### src/lfs_pkg.sv
// Package: register map, field layout and symbol codes of the link frame/status bank
package lfs_pkg;
    // ********************************************************
    // Register indices (byte address is four times the index)
    // ********************************************************
    localparam logic [9:0] IDX_EOF_SEL = 10'h207;
    localparam logic [9:0] IDX_STATUS = 10'h208;
    localparam logic [9:0] IDX_PWR_DOWN = 10'h209;
    localparam logic [9:0] IDX_CONTROL = 10'h280;

    // ********************************************************
    // Field positions and widths
    // ********************************************************
    localparam int EOF_W = 2;
    localparam int PD_W = 2;
    localparam int ST_LINK_UP = 6;
    localparam int ST_SYNC = 5;
    localparam int ST_REALIGNED = 4;
    localparam int ST_PHASE_SET = 3;
    localparam int ST_PLL_LOCK = 2;
    localparam int CTL_ENABLE = 0;
    localparam int CTL_MODE64 = 1;

    // ********************************************************
    // Reset values
    // ********************************************************
    localparam logic [1:0] RST_EOF_SEL = 2'h0;
    localparam logic [1:0] RST_PWR_DOWN = 2'h0;
    localparam logic RST_ENABLE = 1'b0;
    localparam logic RST_MODE64 = 1'b0;

    // ********************************************************
    // End-of-frame select codes and control symbols
    // ********************************************************
    localparam logic [1:0] EOF_K28_7 = 2'h0;
    localparam logic [1:0] EOF_K28_1 = 2'h1;
    localparam logic [1:0] EOF_K28_5 = 2'h2;
    localparam logic [7:0] SYM_K28_7 = 8'hfc;
    localparam logic [7:0] SYM_K28_1 = 8'h3c;
    localparam logic [7:0] SYM_K28_5 = 8'hbc;
    localparam logic [7:0] SYM_IDLE = 8'h00;
endpackage

### src/lfs_link_status_regs.sv
// Module: link frame-marker select, link status flags and their Wishbone register bank
//
// The implementer's own choice: the Wishbone register port.
`timescale 1ns/1ns
module lfs_link_status_regs #(
    parameter int ADR_W = 12,
    parameter int DAT_W = 32
) (
    // Clock and reset
    input wire logic clk,
    input wire logic resetn,
    // Wishbone classic slave
    input wire logic wbCyc,
    input wire logic wbStb,
    input wire logic wbWe,
    input wire logic [ADR_W-1:0] wbAdr,
    input wire logic [3:0] wbSel,
    input wire logic [DAT_W-1:0] wbDatIn,
    output logic [DAT_W-1:0] wbDatOut,
    output logic wbAck,
    // Link state from the transmit core
    input wire logic linkUp,
    input wire logic syncN,
    input wire logic pllLocked,
    input wire logic sysrefEvent,
    input wire logic sysrefPhaseShift,
    // Frame octet stream in
    input wire logic [7:0] frameOctet,
    input wire logic frameOctetIsK,
    input wire logic frameLastOctet,
    input wire logic frameReplaceOk,
    // Encoder-facing symbol out
    output logic [7:0] txSymbol,
    output logic txSymbolIsK,
    // Configuration towards the link core
    output logic linkBlockEnable,
    output logic linkMode64b66b,
    output logic [1:0] channelPowerDown
);
    // ********************************************************
    // Elaboration checks
    // ********************************************************
    // Refused at elaboration: the map and read mux assume a 32-bit word and an address of at least 12 bits
    if (DAT_W != 32) begin : gBadDatW
        $error("DAT_W must be 32");
    end
    if (ADR_W < 12) begin : gBadAdrW
        $error("ADR_W must be at least 12");
    end

    // ********************************************************
    // Storage
    // ********************************************************
    logic [1:0] eofSelect;
    logic realigned;
    logic phaseSet;
    logic phaseArmed;
    logic enablePrev;
    logic linkUpQ;
    logic syncQ;
    logic pllQ;

    // ********************************************************
    // Bus decode
    // ********************************************************
    wire [9:0] regIdx = wbAdr[11:2];
    wire busReq = wbCyc & wbStb;
    wire startRead = busReq & ~wbAck & ~wbWe;
    // Writes land on the edge where the master sees ack
    wire lowLane = busReq & wbAck & wbWe & wbSel[0];
    wire hitEof = (regIdx == lfs_pkg::IDX_EOF_SEL);
    wire hitStatus = (regIdx == lfs_pkg::IDX_STATUS);
    wire hitPd = (regIdx == lfs_pkg::IDX_PWR_DOWN);
    wire hitCtl = (regIdx == lfs_pkg::IDX_CONTROL);
    wire wrEof = lowLane & hitEof;
    wire wrStatus = lowLane & hitStatus;
    wire wrPd = lowLane & hitPd;
    wire wrCtl = lowLane & hitCtl;

    // ********************************************************
    // Status flag next values
    // ********************************************************
    // Set beats a same-cycle write-1 clear so no event is lost
    wire clrRealigned = wrStatus & wbDatIn[lfs_pkg::ST_REALIGNED];
    wire clrPhaseSet = wrStatus & wbDatIn[lfs_pkg::ST_PHASE_SET];
    wire setRealigned = sysrefEvent & sysrefPhaseShift;
    wire enableRise = linkBlockEnable & ~enablePrev;
    wire setPhaseSet = sysrefEvent & phaseArmed;
    wire next_realigned = (realigned & ~clrRealigned) | setRealigned;
    wire next_phaseSet = (phaseSet & ~clrPhaseSet) | setPhaseSet;
    // Armed from enable rise until the first SYSREF consumes it
    wire next_phaseArmed = (phaseArmed & ~sysrefEvent) | enableRise;

    // ********************************************************
    // Read data mux
    // ********************************************************
    wire [7:0] statusByte = {1'b0, linkUpQ, syncQ, realigned,
                             phaseSet, pllQ, 2'b00};
    wire [7:0] eofByte = {6'h00, eofSelect};
    wire [7:0] pdByte = {6'h00, channelPowerDown};
    wire [7:0] ctlByte = {6'h00, linkMode64b66b, linkBlockEnable};
    // Unmapped addresses answer normally with zero data
    wire [7:0] rdByte = hitEof ? eofByte :
                        hitStatus ? statusByte :
                        hitPd ? pdByte :
                        hitCtl ? ctlByte : 8'h00;

    // ********************************************************
    // Marker path
    // ********************************************************
    // Reserved code 3 falls back to the compliant K28.7
    wire [7:0] markerSym = (eofSelect == lfs_pkg::EOF_K28_1) ? lfs_pkg::SYM_K28_1 :
                           (eofSelect == lfs_pkg::EOF_K28_5) ? lfs_pkg::SYM_K28_5 :
                           lfs_pkg::SYM_K28_7;
    wire mode8b10b = ~linkMode64b66b;
    wire putMarker = linkBlockEnable & mode8b10b & frameLastOctet
                     & frameReplaceOk;
    wire [7:0] next_txSymbol = ~linkBlockEnable ? lfs_pkg::SYM_IDLE :
                               putMarker ? markerSym : frameOctet;
    wire next_txSymbolIsK = linkBlockEnable & (putMarker | frameOctetIsK);

    // ********************************************************
    // Bus handshake
    // ********************************************************
    // Ack one cycle after the request, dropped the cycle after
    always_ff @(posedge clk or negedge resetn) begin
        if (!resetn) begin
            wbAck <= 1'b0;
        end else begin
            wbAck <= busReq & ~wbAck;
        end
    end

    // Read data captured with the ack it travels with
    always_ff @(posedge clk or negedge resetn) begin
        if (!resetn) begin
            wbDatOut <= '0;
        end else if (startRead) begin
            wbDatOut <= {{(DAT_W-8){1'b0}}, rdByte};
        end else if (!busReq) begin
            wbDatOut <= '0;
        end
    end

    // ********************************************************
    // Configuration registers
    // ********************************************************
    // Selection is not guarded by enable; host must keep it stable
    always_ff @(posedge clk or negedge resetn) begin
        if (!resetn) begin
            eofSelect <= lfs_pkg::RST_EOF_SEL;
        end else if (wrEof) begin
            eofSelect <= wbDatIn[1:0];
        end
    end

    // Channel power-down bits, plain storage
    always_ff @(posedge clk or negedge resetn) begin
        if (!resetn) begin
            channelPowerDown <= lfs_pkg::RST_PWR_DOWN;
        end else if (wrPd) begin
            channelPowerDown <= wbDatIn[1:0];
        end
    end

    // Link enable and encoding mode
    always_ff @(posedge clk or negedge resetn) begin
        if (!resetn) begin
            linkBlockEnable <= lfs_pkg::RST_ENABLE;
            linkMode64b66b <= lfs_pkg::RST_MODE64;
        end else if (wrCtl) begin
            linkBlockEnable <= wbDatIn[lfs_pkg::CTL_ENABLE];
            linkMode64b66b <= wbDatIn[lfs_pkg::CTL_MODE64];
        end
    end

    // ********************************************************
    // Status capture
    // ********************************************************
    // Live levels sampled once so a read sees one coherent cycle
    always_ff @(posedge clk or negedge resetn) begin
        if (!resetn) begin
            linkUpQ <= 1'b0;
            syncQ <= 1'b0;
            pllQ <= 1'b0;
        end else begin
            linkUpQ <= linkUp;
            syncQ <= syncN;
            pllQ <= pllLocked;
        end
    end

    // Sticky alignment flags and the arming latch
    always_ff @(posedge clk or negedge resetn) begin
        if (!resetn) begin
            realigned <= 1'b0;
            phaseSet <= 1'b0;
            phaseArmed <= 1'b0;
            enablePrev <= 1'b0;
        end else begin
            realigned <= next_realigned;
            phaseSet <= next_phaseSet;
            phaseArmed <= next_phaseArmed;
            enablePrev <= linkBlockEnable;
        end
    end

    // ********************************************************
    // Symbol output
    // ********************************************************
    // One register stage; marker substitution costs no extra latency
    always_ff @(posedge clk or negedge resetn) begin
        if (!resetn) begin
            txSymbol <= lfs_pkg::SYM_IDLE;
            txSymbolIsK <= 1'b0;
        end else begin
            txSymbol <= next_txSymbol;
            txSymbolIsK <= next_txSymbolIsK;
        end
    end
endmodule

### config.mk
export PLATFORM = sky130hd
export DESIGN_NAME = lfs_link_status_regs
export DESIGN_NICKNAME = d
export VERILOG_FILES = /design/src/lfs_pkg.sv /design/src/lfs_link_status_regs.sv
export SDC_FILE = /design/constraint.sdc
export NUM_CORES = 1
export LEC_CHECK = 0
export BUFFER_PORTS_ARGS = -buffer_cell sky130_fd_sc_hd__buf_2
export CAP_MARGIN = 20
export CORE_UTILIZATION = 39
export DETAILED_ROUTE_END_ITERATION = 8
export GPL_ROUTABILITY_DRIVEN = 0
export PLACE_DENSITY = 0.8
export RECOVER_POWER = 25
export SLEW_MARGIN = 10
export SYNTH_ARGS = -nofsm -noshare
export SYNTH_HDL_FRONTEND = slang
export SYNTH_SLANG_ARGS = --single-unit
### constraint.sdc
create_clock -name clk -period 1.75 [get_ports clk]
set_input_delay 0.4375 -clock clk [delete_from_list [all_inputs] [get_ports clk]]
set_output_delay 0.4375 -clock clk [all_outputs]
set_load 0.01 [all_outputs]
# Yosys cells after proc, flatten, opt, wreduce, memory -nomap -nowiden
# Index checks and enable logic that the tools add are counted.
# op_classes
n_mux,10
n_bitwise,33
eq_ne,7
# op_table
op,n
$mux 32,2
$eq 10x10->1 const B,4
$mux 8,3
$and 1x1->1,22
$mux 7,3
$not 1->1,7
$mux 2,2
$or 1x1->1,4
$eq 2x1->1 const B,1
$eq 2x2->1 const B,1
$ne 2x1->1 const B,1
# totals
register_bits,55
elab_cells,65
inputBits,69
output_inout_bits,46

# Logic depth before layout (Yosys ltp)
# depth
word_depth,9
mapped_depth,4
mapped_depth_nobuf,4

# Least setup slack after synthesis
# OpenSTA, ideal clock, no wires.
# synth_timing
path_type,input -> register
start,input wbAdr[3]
end,register channelPowerDown[0]
path_buffers,0
setup_slack_ns,0.216
arrival_ns,1.409
cell_stages,4
cell_sequence,nor4b_4 nand4_1 nor2b_1 mux2_2
# synth_between
elab_chain_len,2
# synth_lines
item,line,rtl
"start, declared",lfs_link_status_regs.sv:16,"input wire logic [ADR_W-1:0] wbAdr,"
$eq 10x10->1,lfs_link_status_regs.sv:73,wire hitPd = (regIdx == lfs_pkg::IDX_PWR_DOWN);
$and 1x1->1,lfs_link_status_regs.sv:77,wire wrPd = lowLane & hitPd;
"end signal, assigned",lfs_link_status_regs.sv:160,channelPowerDown <= lfs_pkg::RST_PWR_DOWN;
"end signal, assigned",lfs_link_status_regs.sv:162,channelPowerDown <= wbDatIn[1:0];
"end, declared",lfs_link_status_regs.sv:38,output logic [1:0] channelPowerDown
# Every way passes these cells.
# A chain may end at the register's enable or synchronous reset.

# Final worst setup path
# layout_timing
start,input wbAdr[3]
end,register linkMode64b66b
# layout_between
elab_chain_len,2
# layout_lines
item,line,rtl
$eq 10x10->1,lfs_link_status_regs.sv:74,wire hitCtl = (regIdx == lfs_pkg::IDX_CONTROL);
$and 1x1->1,lfs_link_status_regs.sv:78,wire wrCtl = lowLane & hitCtl;
"end signal, assigned",lfs_link_status_regs.sv:170,linkMode64b66b <= lfs_pkg::RST_MODE64;
"end signal, assigned",lfs_link_status_regs.sv:173,linkMode64b66b <= wbDatIn[lfs_pkg::CTL_MODE64];
"end, declared",lfs_link_status_regs.sv:37,"output logic linkMode64b66b,"
# Every way passes these cells.

==> results.tsv <==
metric	value	unit
outcome	completed	
R2R Path Start	wbAck$_DFF_PN0_	
fraction of registers with async set/reset	100	%
busiest grt layer	met2	
worst r2r path cells	4	
Core Area	3440	um^2
PortBufs	56	
fin crit share	85.9	%
nets	263	
sequential share of the synthesized area	52.1	%
Max Slew Vio Count	0	
Worst Path Arrival	1.66	ns
transition time at the pin with the least slew margin	0.727	ns
GRT overflow	0	
Detailed Route WL	2550	um
antenna cells	0	
DR vias/cell	4.35	
DR vias	1045	
Avg WL per Cell	10.6	um
GR Util met1	18.2	%
Hold Crit Class	in2async	
most frequent cell after synthesis	dfrtp_1	
number of setup buffers added after CTS	0	
Crit Path Max Fanout	3	
largest cells by area after synthesis	dfrtp_1 52%, buf_4 13%, nand2_1 4.7%	
# hold bufs at CTS	0	
Synth Flop Type	dfrtp_1	
fmax	0.665	GHz
post-synth top area cell	dfrtp_1	
Syn Inst Count	128	
router iterations before antenna repair	4	
Max IR drop VDD	0.497	mV
Syn Area/Cell	11.3	um^2
crit path launch type	input port	
initial antenna violation count	0	
Post-synth EDFFs	0	
Area Growth Syn to Fin	25.4	%
register bit count reported by yosys	30	
endpoint class of the critical path	register	
pre-CTS setup slack	-0.0496	ns
H-tree Lvls	2	
Final Hold Fails	0	
Power Total	0.00138	W
RR Endpoint	linkMode64b66b$_DFFE_PN0P_	
Distinct cells, synth	30	
crit path from	wbAdr[3]	
All-Layer GR Usage	14.1	%
clk_lat worst skew	0.27	ns
top cell type's share of synthesized area	52.1	%
max-cap viol count	0	
Die Area	3940	um^2
Post-route DRC	0	
clock slew at reported path FFs	0.06	ns
Die H	62.8	um
CTS Buffer Depth	2	
num ports	115	
largest net degree at the start of global routing	31	
layout cells sized above 1	41.8	%
setup_tns	0	ns
Setup violations, final	0	
DRT iter0 DRCs	23	
DIE WIDTH	62.8	um
clock root cell	clkbuf_8	
initial core utilization	41.8	%
Mapped Area	1440	um^2
critical path type	in2reg	
Leakage	1.02	nW
final core occ	52.5	%
CP required	1.90	ns
num rows	21	
CTS resizes	0	
WHS	0.213	ns
minimum clock period	1.50	ns
clk_skew	0.00338	ns
post-route ant nets	0	
Max transition margin	51.5	%
end point of the critical path	linkMode64b66b$_DFFE_PN0P_	
GR Util met2	22.4	%
CTS tree	done	
number of buffers created by CTS	5	
Post-synth top cells	30 x dfrtp_1, 25 x buf_4, 18 x nand2_1, 6 x mux2_2	
clk sinks	30	
met3 global-route usage	4.01	%
number of global-route vias before repair	981	
RSZ-0062 raised after global routing	no	
Yosys warnings	0	
global-route wire length before repair	4330	um
r2r setup slk	0.27	ns
HPWL Detailed	2030	um
Pwr per Cell Area	764	nW/um^2
final setup margin	0.246	ns
kinds of logic (layout without fill, tap and decap cells):
group / after synthesis / in the layout / share of synthesized area [%]
AOI/OAI and AO/OA: 14 / 14 / 7.30
adders and majority gates: 1 / 1 / 0.869
muxes: 6 / 6 / 4.69
DFF: 30 / 30 / 52.1
and+or+nand+nor: 45 / 45 / 20.2
buffers and inverters: 31 / 73 / 14.6
other: 1 / 25 / 0.260
state kept, by name (all words and copies together) (netlist names), 2 cells and up:
name / flops
txSymbol: 8
wbDatOut: 7
eofSelect: 2
channelPowerDown: 2
final cells by class:
type                            instances  area, um^2
Tap cell                               46        57.6
Clock inverter                          2        12.5
Timing Repair Buffer                   61         318
Inverter                                4        15.0
Clock buffer                            6        82.6
Multi-Input combinational cell         91         569
Sequential cell                        30         751
Fill cell                             346        1640
layout by cell type, fill, tap and decap left out, drive strengths merged, types with 3 or more instances in the layout:
cell,count
clkbuf,7
a22o,5
mux2,6
dfrtp,30
nor2,5
nand2,18
conb,25
nor2b,3
inv,4
buf,60
o21ai,3
metrics by stage:
| step | std cells | cell area (um^2) |
|---|---|---|
| after global routing | 240 | 1810 |
| after global placement | 232 | 1710 |
| after floorplan | 152 | 1530 |
| after CTS | 240 | 1810 |
| after detailed placement | 232 | 1710 |
| final | 240 | 1810 |
per-layer routing:
| metal | wire length, um | share of wire [%] | vias to the layer above |
|---|---|---|---|
| li1 | - | - | 519 |
| met1 | 1070 | 42 | 477 |
| met2 | 1290 | 50 | 47 |
| met3 | 180 | 7.1 | 2 |
| met4 | 8 | 0.31 | 0 |
| met5 | 0 | 0 | - |
power by group:
part           total [W]  internal, W  switching [W]
Sequential      0.000704     0.000700     0.00000322
Clock           0.000564     0.000315       0.000249
Combinational   0.000112    0.0000415      0.0000704
Total            0.00138      0.00106       0.000322
worst min path at each step:
stage | from | endpoint | slack [ns] | cells after the start
after floorplan | resetn | channelPowerDown[0]$_DFFE_PN0P_ | 0.14 | 0
after detailed placement | enablePrev$_DFF_PN0_ | phaseArmed$_DFF_PN0_ | 0.43 | 1
after global routing | linkUp | linkUpQ$_DFF_PN0_ | 0.25 | 1
after global placement | enablePrev$_DFF_PN0_ | phaseArmed$_DFF_PN0_ | 0.41 | 1
final | resetn | wbDatOut[3]$_DFFE_PN0P_ | 0.21 | 1
after CTS | resetn | wbAck$_DFF_PN0_ | 0.20 | 1
critical path: stages:
cell and delay (ns):
buf_2 0.12, nor4b_4 0.31, nand4_1 0.21, nor2b_1 0.22, mux2_2 0.35
No activity file was read; power rests on OpenSTA's default activity.
